$ cat config.mk
export PLATFORM = sky130hd
export DESIGN_NAME = host_packet_memory_arbiter
export DESIGN_NICKNAME = d
export VERILOG_FILES = /design/src/hdl/byte_fifo_mem.v /design/src/hdl/host_packet_memory_arbiter.v
export VERILOG_INCLUDE_DIRS = /design/src /design/src/hdl
export SDC_FILE = /design/constraint.sdc
export NUM_CORES = 1
export LEC_CHECK = 0
export BUFFER_PORTS_ARGS = -buffer_cell sky130_fd_sc_hd__buf_2
export CELL_PAD_IN_SITES_DETAIL_PLACEMENT = 0
export CELL_PAD_IN_SITES_GLOBAL_PLACEMENT = 1
export CORE_MARGIN = 2
export CORE_UTILIZATION = 42
export DETAILED_ROUTE_END_ITERATION = 12
export PLACE_DENSITY_LB_ADDON = 0.08
export RECOVER_POWER = 50
export SLEW_MARGIN = 20
export SYNTH_ARGS = -nofsm -noshare
export SYNTH_HDL_FRONTEND = slang
export SYNTH_SLANG_ARGS = --single-unit
$ cat constraint.sdc
create_clock -name clk_sys -period 7.6 [get_ports clk_sys]
set_input_delay 0 -clock clk_sys [delete_from_list [all_inputs] [get_ports clk_sys]]
set_output_delay 0 -clock clk_sys [all_outputs]
set_load 0.02 [all_outputs]
$ cat src/hdl/pktmem_arb_consts.vh
// constants shared by the packet memory arbiter and its byte fifo
// assumes inclusion by bare name from the hdl folder
`ifndef PKTMEM_ARB_CONSTS_VH
`define PKTMEM_ARB_CONSTS_VH
`define FIFO_DEPTH_DEF  4
`define FIFO_CNT_W      3
`define ADDR_W_DEF      11
`define PKT_W_DEF       6
`define CNT_ZERO        3'h0
`define CNT_ONE         3'h1
`define CNT_TWO         3'h2
`define CNT_THREE       3'h3
`define MEM_IDLE        2'h0
`define MEM_HOST        2'h1
`define MEM_RX          2'h2
`define MEM_TX          2'h3
`endif

$ cat src/hdl/byte_fifo_mem.v
// small byte storage for the host data fifo, registered read data
// assumes the caller never writes a full slot and supplies both read pointers
`timescale 1ns/1ps
`default_nettype none
module byte_fifo_mem #(
  parameter DEPTH = 4,
  parameter AW    = 2
) (
  input  wire          clk_sys,
  input  wire          we0,
  input  wire [AW-1:0] wa0,
  input  wire [7:0]    wd0,
  input  wire          we1,
  input  wire [AW-1:0] wa1,
  input  wire [7:0]    wd1,
  input  wire [AW-1:0] ra0,
  input  wire [AW-1:0] ra1,
  output reg  [7:0]    rd0,
  output reg  [7:0]    rd1
);
  reg [7:0] mem [0:DEPTH-1];

  // two write lanes so a word lands in one cycle
  always @(posedge clk_sys) begin
    if (we0) begin
      mem[wa0] <= wd0;
    end
    if (we1) begin
      mem[wa1] <= wd1;
    end
  end

  // registered reads; a slot written on this edge is forwarded,
  // else a byte queued on that same edge would be read stale
  always @(posedge clk_sys) begin
    if (we0 && (wa0 == ra0)) begin
      rd0 <= wd0;
    end else if (we1 && (wa1 == ra0)) begin
      rd0 <= wd1;
    end else begin
      rd0 <= mem[ra0];
    end
    if (we0 && (wa0 == ra1)) begin
      rd1 <= wd0;
    end else if (we1 && (wa1 == ra1)) begin
      rd1 <= wd1;
    end else begin
      rd1 <= mem[ra1];
    end
  end
endmodule
`default_nettype wire

$ cat src/hdl/host_packet_memory_arbiter.v
// host side fifo and packet memory arbiter
// assumes a one-cycle packet memory: grant means the access happens that cycle
// Operation
// - host strobes are accepted at once; ready is never negated
// - host write bytes go into fifo; host cycle ends immediately
// - host memory request is raised while the write fifo is not empty
// - byte or word cycle chosen from pointer lsb and fifo fill
// - loading a read pointer starts prefetch so a word is ready
// - further prefetch requested by number of bytes left in fifo
// - odd read pointer fetches one byte, then a word, three bytes held
// - a word read leaving one byte triggers another word fetch
// - odd write pointer stores first buffered byte as a byte cycle
// - even address with two or more bytes stores a word cycle
// - network cycles route that side's address and packet number
// - full duplex alternates receive and transmit requests
// - host access time never waits on memory; only cycle time grows
`timescale 1ns/1ps
`default_nettype none
`include "pktmem_arb_consts.vh"
module host_packet_memory_arbiter #(
  parameter AW    = `ADDR_W_DEF,
  parameter PW    = `PKT_W_DEF,
  parameter DEPTH = `FIFO_DEPTH_DEF
) (
  input  wire          clk_sys,
  input  wire          srst,
  input  wire          ptr_load,
  input  wire          ptr_read,
  input  wire [AW-1:0] ptr_value,
  input  wire [PW-1:0] host_pkt,
  input  wire          host_wr,
  input  wire          host_rd,
  input  wire          host_word,
  input  wire [15:0]   host_wdata,
  output wire          host_ready,
  output reg  [15:0]   host_rdata,
  output wire          host_wr_full,
  input  wire          rx_req,
  input  wire [AW-1:0] rx_addr,
  input  wire [PW-1:0] rx_pkt,
  input  wire          tx_req,
  input  wire [AW-1:0] tx_addr,
  input  wire [PW-1:0] tx_pkt,
  input  wire          full_duplex,
  output reg           rx_grant,
  output reg           tx_grant,
  output reg           mem_en,
  output reg           mem_we,
  output reg           mem_word,
  output reg  [AW-1:0] mem_addr,
  output reg  [PW-1:0] mmu_pkt,
  output reg  [15:0]   mem_wdata,
  input  wire [15:0]   mem_rdata,
  output wire          host_mem_req
);
  localparam FAW = 2;
  reg  [2:0]    cnt_reg;
  reg  [FAW-1:0] wp_reg;
  reg  [FAW-1:0] rp_reg;
  reg  [AW-1:0] maddr_reg;
  reg           rd_mode_reg;
  reg           last_net_tx_reg;
  wire [7:0]    fo0;
  wire [7:0]    fo1;
  // byte counts in flight
  wire [2:0]    push_n;
  wire [2:0]    pop_n;
  reg           we0;
  reg           we1;
  reg  [7:0]    wd0;
  reg  [7:0]    wd1;
  reg  [1:0]    owner;
  wire          odd_ptr = maddr_reg[0];
  wire          net_req = rx_req | tx_req;
  reg           host_want;
  reg           host_word_cyc;

  // host never waits: accesses finish in the strobe cycle
  assign host_ready   = 1'b1;
  assign host_wr_full = (cnt_reg > (`CNT_THREE - {2'h0, host_word})) & ~rd_mode_reg;
  assign host_mem_req = host_want;

  // request: writes drain while not empty, reads refill at one byte or less, or at two with an odd address
  always @* begin
    host_want     = 1'b0;
    host_word_cyc = 1'b0;
    if (!rd_mode_reg) begin
      host_want     = (cnt_reg != `CNT_ZERO);
      host_word_cyc = ~odd_ptr & (cnt_reg >= `CNT_TWO);
    end else begin
      host_want     = (cnt_reg <= `CNT_ONE) | (cnt_reg == `CNT_TWO & odd_ptr);
      host_word_cyc = ~odd_ptr;
    end
  end

  // network wins over host; duplex alternates rx and tx
  always @* begin
    owner = `MEM_IDLE;
    if (rx_req & tx_req) begin
      owner = (full_duplex & ~last_net_tx_reg) ? `MEM_TX : `MEM_RX;
    end else if (rx_req) begin
      owner = `MEM_RX;
    end else if (tx_req) begin
      owner = `MEM_TX;
    end else if (~net_req & host_want) begin
      owner = `MEM_HOST;
    end
  end

  // memory port drive; route mmu fields to the granted side
  always @* begin
    mem_en    = owner != `MEM_IDLE;
    mem_we    = 1'b0;
    mem_word  = 1'b1;
    mem_addr  = maddr_reg;
    mmu_pkt   = host_pkt;
    mem_wdata = {fo1, fo0};
    rx_grant  = owner == `MEM_RX;
    tx_grant  = owner == `MEM_TX;
    case (owner)
      `MEM_RX: begin
        mem_addr = rx_addr;
        mmu_pkt  = rx_pkt;
      end
      `MEM_TX: begin
        mem_addr = tx_addr;
        mmu_pkt  = tx_pkt;
      end
      `MEM_HOST: begin
        mem_we   = ~rd_mode_reg;
        mem_word = host_word_cyc;
        if (!host_word_cyc) begin
          mem_wdata = {fo0, fo0};
        end
      end
      default: begin
        mem_en = 1'b0;
      end
    endcase
  end

  // fifo inputs: host writes or memory read data
  always @* begin
    we0 = 1'b0;
    we1 = 1'b0;
    wd0 = host_wdata[7:0];
    wd1 = host_wdata[15:8];
    if (rd_mode_reg) begin
      if (owner == `MEM_HOST) begin
        we0 = 1'b1;
        we1 = host_word_cyc;
        wd0 = (host_word_cyc | ~odd_ptr) ? mem_rdata[7:0] : mem_rdata[15:8];
        wd1 = mem_rdata[15:8];
      end
    end else if (host_wr & ~host_wr_full & ~ptr_load) begin
      we0 = 1'b1;
      we1 = host_word;
    end
  end

  assign push_n = {1'b0, we1, we0 & ~we1} ;
  assign pop_n  = (owner == `MEM_HOST & ~rd_mode_reg) ? (host_word_cyc ? `CNT_TWO : `CNT_ONE) :
                  (rd_mode_reg & host_rd & cnt_reg != `CNT_ZERO) ?
                  ((host_word & cnt_reg >= `CNT_TWO) ? `CNT_TWO : `CNT_ONE) : `CNT_ZERO;

  // fifo read data are registered, so address with next pointer
  wire [FAW-1:0] rp_reg_next_ra0 = rp_reg + pop_n[FAW-1:0];
  wire [FAW-1:0] rp_reg_next_ra1 = rp_reg + pop_n[FAW-1:0] + 2'h1;

  byte_fifo_mem #(.DEPTH(DEPTH), .AW(FAW)) u_fifo (
    .clk_sys (clk_sys),
    .we0     (we0),
    .wa0     (wp_reg),
    .wd0     (wd0),
    .we1     (we1),
    .wa1     (wp_reg + 2'h1),
    .wd1     (wd1),
    .ra0     (rp_reg_next_ra0),
    .ra1     (rp_reg_next_ra1),
    .rd0     (fo0),
    .rd1     (fo1)
  );

  // pointers, count and memory address; pointer load flushes the fifo
  always @(posedge clk_sys) begin
    if (srst) begin
      cnt_reg         <= `CNT_ZERO;
      wp_reg          <= 2'h0;
      rp_reg          <= 2'h0;
      maddr_reg       <= {AW{1'b0}};
      rd_mode_reg     <= 1'b0;
      last_net_tx_reg <= 1'b0;
      host_rdata      <= 16'h0000;
    end else begin
      if (rx_grant | tx_grant) begin
        last_net_tx_reg <= tx_grant;
      end
      if (ptr_load) begin
        cnt_reg     <= `CNT_ZERO;
        wp_reg      <= 2'h0;
        rp_reg      <= 2'h0;
        maddr_reg   <= ptr_value;
        rd_mode_reg <= ptr_read;
      end else begin
        cnt_reg <= cnt_reg + push_n - pop_n;
        wp_reg  <= wp_reg + push_n[FAW-1:0];
        rp_reg  <= rp_reg + pop_n[FAW-1:0];
        if (owner == `MEM_HOST) begin
          maddr_reg <= maddr_reg + (host_word_cyc ? {{(AW-2){1'b0}}, 2'h2} :
                                                    {{(AW-1){1'b0}}, 1'b1});
        end
      end
      if (rd_mode_reg & host_rd) begin
        host_rdata <= {fo1, fo0};
      end
    end
  end
endmodule
`default_nettype wire

==> results of run 1 <==
-- what timing repair did --
| item | CTS | global route |
|---|---|---|
| hold endpoints to repair | 13 | 0 |
| gates resized for setup | 0 | 0 |
| hold buffers | 13 | 0 |
-- cell type report --
type	count	area (um2)	area share, %
Clock inverter	5	30.0	0.528
Multi-Input combinational cell	346	2680	47.1
Sequential cell	72	1760	31.0
Inverter	21	78.8	1.39
Clock buffer	11	153	2.68
Tap cell	140	175	3.08
Timing Repair Buffer	161	810	14.2
-- power groups by stage --
| stage | combinational (W) | clock [W] | sequential, W |
|---|---|---|---|
| after CTS | 0.000325 | 0.000293 | 0.000462 |
| after detailed placement | 0.000318 | 0 | 0.000471 |
| after global placement | 0.000313 | 0 | 0.000470 |
| after global routing | 0.000346 | 0.000309 | 0.000467 |
| after floorplan | 0.000238 | 0 | 0.000454 |
| final | 0.000314 | 0.000284 | 0.000462 |
-- worst paths after layout --
| path | endpoint | slack, ns | depth (start not counted) |
|---|---|---|---|
| setup / recovery | cnt_reg[2]$_SDFF_PP0_ | 4.15 | 12 |
| hold / removal | u_fifo.mem[3][3]$_DFFE_PP_ | 0.07 | 3 |
| hold reg to reg | host_rdata[11]$_SDFFE_PP0P_ | 0.46 | 2 |
| setup reg to reg | cnt_reg[2]$_SDFF_PP0_ | 4.15 | 12 |
-- through the flow --
stage	worst slack [ns]	area (um2)	instances
after floorplan	4.70	4710	472
after global placement	4.34	5440	727
after detailed placement	4.22	5440	727
after CTS	4.21	5750	756
after global routing	3.84	5690	756
final	4.15	5690	756
-- Yosys cell counts (5+ instances only) --
| cell | instances |
|---|---|
| xnor2_1 | 9 |
| mux2i_1 | 45 |
| nand2b_1 | 6 |
| clkbuf_1 | 14 |
| o21ai_0 | 7 |
| nand2_1 | 45 |
| nor2_1 | 60 |
| mux4_2 | 16 |
| edfxtp_1 | 32 |
| o21a_1 | 7 |
| xor2_1 | 5 |
| mux2_2 | 25 |
| inv_1 | 21 |
| a21oi_1 | 38 |
| buf_6 | 5 |
| dfxtp_1 | 40 |
| buf_2 | 6 |
| o22ai_1 | 19 |
| ha_1 | 7 |
-- worst register-to-register path, stage by stage (launching register included) --
cell      delay, ns
dfxtp_1        0.57
nor4b_1        0.33
a21boi_0       0.66
nor2_1         0.19
or2_2          0.35
ha_1           0.27
inv_1          0.06
ha_1           0.14
inv_1          0.05
fa_1           0.37
xor2_1         0.20
xnor2_1        0.14
nor2_1         0.05
-- logic make-up (layout without fill, tap and decap cells) --
| group | Yosys count | count (layout) | share of synthesized area (%) |
|---|---|---|---|
| mux | 90 | 90 | 25.1 |
| flops | 72 | 72 | 37.4 |
| xor+xnor | 14 | 14 | 2.61 |
| compound gates | 90 | 90 | 12.9 |
| other cells | 1 | 1 | 0.0797 |
| fa+ha+maj | 9 | 9 | 2.71 |
| simple gates | 142 | 142 | 13.5 |
| buf+inv | 54 | 198 | 5.58 |
-- routing by layer --
layer | up-vias | part of all wire [%] | GRT usage, %
met3 | 9 | 4.9 | 3.91
met4 | 0 | 0.87 | 5.33
li1 | 1976 | - | -
met1 | 1835 | 50 | 29.0
met5 | - | 0 | 0
met2 | 102 | 45 | 29.6
==> impl_results.md, run 1 <==
- Crit Path Max Fanout: 12
- Buffers on Ports: 148
- Routed len/inst: 15.1 um
- Syn Nets: 574
- Post-DRT Antenna Nets: 0
- Synthesis-to-finish area growth: 20.8%
- Buf/Inv on CP: 2
- Switching share of power: 33.5%
- Die width: 110 um
- Maximum level of the CTS H-tree: 3
- Commonest non-fill, non-tap cells in the layout: buf_2, nor2_1, clkbuf_1
- Overflow after GRT: 0
- Status: finished, final reports clean
- Post-synth top area share: 20.4%
- Combinational fraction of design power: 29.6%
- Synth unique cells: 54
- Unrepaired setup endpoints after global routing: no
- Final Total Pwr: 0.00106 W
- Slowest CP cell: a21boi_0
- Drt first pass iters: 4
- Ant diodes: 0
- Final HPWL DP: 8930 um
- VDD IR-drop max: 0.0000930 V
- Vias in the first global route: 3731
- Setup bufs post-CTS: 0
- Post-synthesis average cell area: 9.97 um2
- Initial antenna violation count: 0
- Flop pwr share: 43.6%
- Max_slew headroom: 7.11%
- Max-capacitance violation count: 0
- Syn Std Cell Area: 4710 um2
- Hold crit path type: primary input to flop
- Largest net degree at the start of global routing: 32
- Starting density of the core: 43.2%
- Cells after Synth: 472
- CP top delay family: simple AND/OR/NAND/NOR gates
- Pwr/cell area: 186 nW/um2
- Post-synthesis sequential area ratio: 37.4%
- Largest register FFs: 32
- Reg-to-reg startpoint: rd_mode_reg$_SDFFE_PP0P_
- Async SR Flop Fraction: 0%
- Clk_skew: 0.0110 ns
- Int Pwr: 0.000705 W
- CP Data Required Time: 7.85 ns
- Total CTS buffers: 9
- Clock slew at reported path FFs: 0.08 ns
- Ports: 150
- Synth area leader: edfxtp_1
- #FFs+latches synth: 72
- Worst Setup SP: rd_mode_reg$_SDFFE_PP0P_
- Layout cells sized above 1: 27.1%
- Fin util: 52.2%
- Hold Crit Start: host_wdata[3]
- Initial DRC count: 199
- Via count: 3922
- Setup violators final: 0
- Fin nets: 713
- Hold Fails Final Rpt: 0
- Clock power frac: 26.8%
- Max Fclk: 0.290 GHz
- DIE HEIGHT: 110 um
- Fin crit period: 3.45 ns
- Psw: 0.000355 W
- Core area: 10900 um2
- Leak Pwr: 2.33 nW
- Via density: 5.19
- Worst Max-Slew Pin Slew: 1.38 ns
- Deepest clock path buffer count: 2
- Slew Limit Fails: 0
- Max incr delay on CP: 0.66 ns
- Startpoint Class: flop
- Worst Setup End Kind: flop
- Critical Path AT: 3.70 ns
- YS warnings: 0
- Minimum hold slack: 0.0738 ns
- DRC Markers: 0
- CTS tree: yes
- Clk_lat worst skew: 0.35 ns
- Synth Flop Type: dfxtp_1
- Routability-driven placement congestion ratio: 0.794
- Die area: 12100 um2
- Crit path cell chain: nor4b_1 -> a21boi_0 -> nor2_1 -> or2_2 -> ha_1 -> inv_1 -> ha_1 -> inv_1 -> fa_1 -> xor2_1 -> xnor2_1 -> nor2_1
- Rows: 38
- Fillers: 1042
- Critical path class: flop to flop
- Most common cell after layout, fill and taps aside: buf_2
- Post-synth EDFFs: 32
- CTS root buffer: clkbuf_8
- Final period util: 45.4%
- Area contributors post-synth: edfxtp_1, dfxtp_1, mux2i_1, mux4_2, mux2_2
- Global-route wire length before repair: 18400 um
- All-layer global routing usage: 19.8%
- Final wirelength: 11400 um
- Fin Setup TNS: 0 ns
- Clock Sinks: 72
Note: power is estimated with default switching activity, not from simulation.
==> run 2: changes to the inputs <==
--- a/config.mk
+++ b/config.mk
@@ -6,11 +6,12 @@
 export SDC_FILE = /design/constraint.sdc
 export NUM_CORES = 1
 export LEC_CHECK = 0
+export ABC_AREA = 1
 export BUFFER_PORTS_ARGS = -buffer_cell sky130_fd_sc_hd__buf_2
 export CELL_PAD_IN_SITES_DETAIL_PLACEMENT = 0
 export CELL_PAD_IN_SITES_GLOBAL_PLACEMENT = 1
 export CORE_MARGIN = 2
-export CORE_UTILIZATION = 42
+export CORE_UTILIZATION = 35
 export DETAILED_ROUTE_END_ITERATION = 12
 export PLACE_DENSITY_LB_ADDON = 0.08
 export RECOVER_POWER = 50
==> constraint.sdc (replaced) <==
create_clock -name clk_sys -period 3.2 [get_ports clk_sys]
set_input_delay 0 -clock clk_sys [delete_from_list [all_inputs] [get_ports clk_sys]]
set_output_delay 0 -clock clk_sys [all_outputs]
set_load 0.02 [all_outputs]
==> run 2 against run 1 <==
Cell count up 35%. Via count up 28%. Total power rose to 3.0 times the previous value. Synthesized cell count up 48%. Clock skew down 0.0044 ns. Critical endpoint unchanged.
==> impl_results.md, run 2 <==
- Cell count of the worst hold path: 3 (unchanged)
- Critical path class: primary input to flop
- Syn Nets: 801 (+40%)
- Clock slew at reported path FFs: 0.06 ns (-0.02 ns)
- Post-synth EDFFs: 32 (unchanged)
- Slew Limit Fails: 0 (unchanged)
- Clk_skew: 0.00659 ns (-0.00437 ns)
- Placed cells: 996 (+37%)
- DIE HEIGHT: 120 um (+8.8%)
- Commonest cells in the netlist: nand2_1, nand3_1, inv_1, a21oi_1, dfxtp_1
- Buffers on Ports: 148 (unchanged)
- Total CTS buffers: 9 (unchanged)
- Post-synthesis average cell area: 6.68 um2 (-33%)
- Hold Buf Count CTS: 8 (-5)
- Rows: 42 (+11%)
- Area contributors post-synth: nand2_1, edfxtp_1, dfxtp_1, nand3_1, a21oi_1
- Final wirelength: 14000 um (+23%)
- Routability-driven placement congestion ratio: 0.796 (+0.31%)
- Fin Setup TNS: 0 ns (unchanged)
- Vias in the first global route: 4685 (+26%)
- Initial antenna violation count: 0 (unchanged)
- Most frequent CP cell: inv_1
- Die area: 14300 um2 (+18%)
- Crit path cell chain: dlygate4sd3_1 -> clkbuf_1 -> nor2_1 -> inv_1 -> nor2_1 -> nand3_1 -> nand3_1 -> ha_1 -> inv_1 -> ha_1 -> inv_1 -> fa_1 -> or2_2 -> a21oi_1
- Area of the multi-input gates: 2490 um2 (-6.8%)
- YS warnings: 0 (unchanged)
- Synth area leader: nand2_1
- Post-synthesis sequential area ratio: 37.7% (+0.30 points)
- Max incr delay on CP: 0.53 ns (-0.13 ns)
- Synthesis-to-finish area growth: 26.2%
- VDD IR-drop max: 0.000260 V (+180%)
- Async SR Flop Fraction: 0% (unchanged)
- Clk_lat worst skew: 0.34 ns (about the same)
- Layout cells sized above 1: 15.5% (-12 points)
- FF+latch area: 1760 um2 (unchanged)
- Critical Path AT: 3.12 ns (-0.58 ns)
- Final cell count without fillers: 1020 (+35%)
- Fillers: 1412 (+36%)
- Drt first pass iters: 5 (+1)
- Deepest clock path buffer count: 2 (unchanged)
- Fin crit period: 2.85 ns
- Startpoint Class: primary input
- Crit Path Max Fanout: 11 (-1)
- Leak Pwr: 2.74 nW (+18%)
- Reg-to-Reg End: cnt_reg[2]$_SDFF_PP0_
- Slowest CP cell: dlygate4sd3_1
- Status: finished, final reports clean
- Via density: 4.94 (-4.8%)
- Core area: 13100 um2 (+21%)
- Worst Max-Slew Pin Slew: 0.750 ns (-0.629 ns)
- Synth Flop Type: dfxtp_1
- Largest net degree at the start of global routing: 38 (+19%)
- Max Fclk: 0.351 GHz
- Post-DRT Antenna Nets: 0 (unchanged)
- Clock Sinks: 72 (unchanged)
- Hold Crit Start: ptr_load
- All-layer global routing usage: 19.9% (+0.16 points)
- Maximum level of the CTS H-tree: 3 (unchanged)
- Commonest non-fill, non-tap cells in the layout: nand2_1, buf_2, nand3_1
- Syn Std Cell Area: 4670 um2 (-0.80%)
- WHS Endpoint: maddr_reg[1]$_SDFFE_PP0P_
- Final Total Pwr: 0.00314 W (+200%)
- Reg2Reg Depth: 14 (+2)
- CTS root buffer: clkbuf_16
- Via count: 5037 (+28%)
- Setup violators final: 0 (unchanged)
- Final period util: 89.1%
- Starting density of the core: 35.5% (-7.7 points)
- DRC Markers: 0 (unchanged)
- Ports: 150 (unchanged)
- #FFs+latches synth: 72 (unchanged)
- Most common cell after layout, fill and taps aside: nand2_1
- Synth unique cells: 37 (-31%)
- Max_slew headroom: 50.0% (+43 points)
- Unrepaired setup endpoints after global routing: no
- Die width: 120 um (+8.8%)
- CTS tree: yes
- Pwr/cell area: 532 nW/um2 (+190%)
- Initial DRC count: 394 (+98%)
- Max-capacitance violation count: 0 (unchanged)
- Cells after Synth: 699 (+48%)
- Hold crit path type: primary input to flop
- CP Data Required Time: 3.47 ns (-4.38 ns)
- Routed len/inst: 13.8 um (-9.0%)
- Ant diodes: 0 (unchanged)
- Post-synth top area share: 21.4% (+0.97 points)
- Overflow after GRT: 0 (unchanged)
- Largest register FFs: 32 (unchanged)
- Most numerous cell in the Yosys netlist: nand2_1
- Hold Fails Final Rpt: 0 (unchanged)
- Fin nets: 941 (+32%)
- Setup bufs post-CTS: 0 (unchanged)
- Final HPWL DP: 10800 um (+21%)
- Reg-to-reg startpoint: cnt_reg[0]$_SDFF_PP0_
- R2R setup slack: 0.45 ns (-3.70 ns)
- CTS resizes: 0 (unchanged)
- Global-route wire length before repair: 23100 um (+26%)
- Worst Setup End Kind: flop
[run 2: cell types whose count changed after synthesis, sizes merged, moves of 21 or more]
cell	delta
o21ai	+41
nor2	-21
inv	+40
mux2i	-49
mux2	-25
nand2	+228
nand3	+71
[run 2: area by class of cell]
cell class	instances	area share (%)
Tap cell	176	3.74
Clock buffer	16	6.41
Inverter	64	4.08
Sequential cell	72	29.9
Timing Repair Buffer	162	13.5
Multi-Input combinational cell	530	42.3
[run 2: worst max path at each step]
stage / from / to / slack (ns) / depth (start not counted)
2_1_floorplan: cnt_reg[0]$_SDFF_PP0_ / cnt_reg[2]$_SDFF_PP0_ / 0.51 / 12
3_3_place_gp: cnt_reg[0]$_SDFF_PP0_ / cnt_reg[2]$_SDFF_PP0_ / 0.56 / 11
3_5_place_dp: cnt_reg[0]$_SDFF_PP0_ / cnt_reg[2]$_SDFF_PP0_ / 0.46 / 14
4_1_cts: tx_req / cnt_reg[2]$_SDFF_PP0_ / 0.32 / 14
5_1_grt: tx_req / cnt_reg[2]$_SDFF_PP0_ / 0.08 / 14
6_report: tx_req / cnt_reg[2]$_SDFF_PP0_ / 0.35 / 14
[run 2: cell families (layout without fill, tap and decap cells)]
logic type / count (synthesis) / in the layout / share of synthesized area, %
AO/OA/AOI/OAI: 119 / 119 / 14.5
flip-flops: 72 / 72 / 37.7
AND/OR/NAND/NOR: 395 / 395 / 35.0
XOR/XNOR: 6 / 6 / 1.13
adder cells (fa/ha/maj): 9 / 9 / 2.73
other: 1 / 1 / 0.0803
buffers and inverters: 97 / 242 / 8.79
[run 2: per-stage QoR]
step | worst slack, ns | util, % | cell area [um2] | hold WS (ns)
after floorplan | 0.513 | - | 4670 | 0.163
after global placement | 0.560 | 41.9 | 5510 | 0.280
after detailed placement | 0.464 | 41.9 | 5510 | 0.284
after CTS | 0.324 | 45.4 | 5960 | 0.00173
after global routing | 0.0774 | 44.9 | 5890 | 0.0256
final | 0.350 | 44.9 | 5890 | 0.0185
[run 2: report_power, final]
group          total [W]  leakage, nW  internal (W)  switching (W)
registers        0.00109        0.619       0.00102      0.0000626
clock network    0.00120        0.187      0.000805       0.000399
logic           0.000846         1.94      0.000278       0.000567
[run 2: worst max-delay path: cells and delay by family]
kind                     cells  cell delay (ns)
AO/OA/AOI/OAI                1             0.13
adder cells (fa/ha/maj)      3             0.75
buffers and inverters        5             1.05
AND/OR/NAND/NOR              5             1.19
[run 2: routing by layer]
layer  up-vias  global-route usage (%)  routed length, um
met5         -                       0                  0
met2       170                    30.8               6080
met3        15                    4.18                924
li1       2572                       -                  -
met4         0                    4.93                170
met1      2280                    28.5               6870
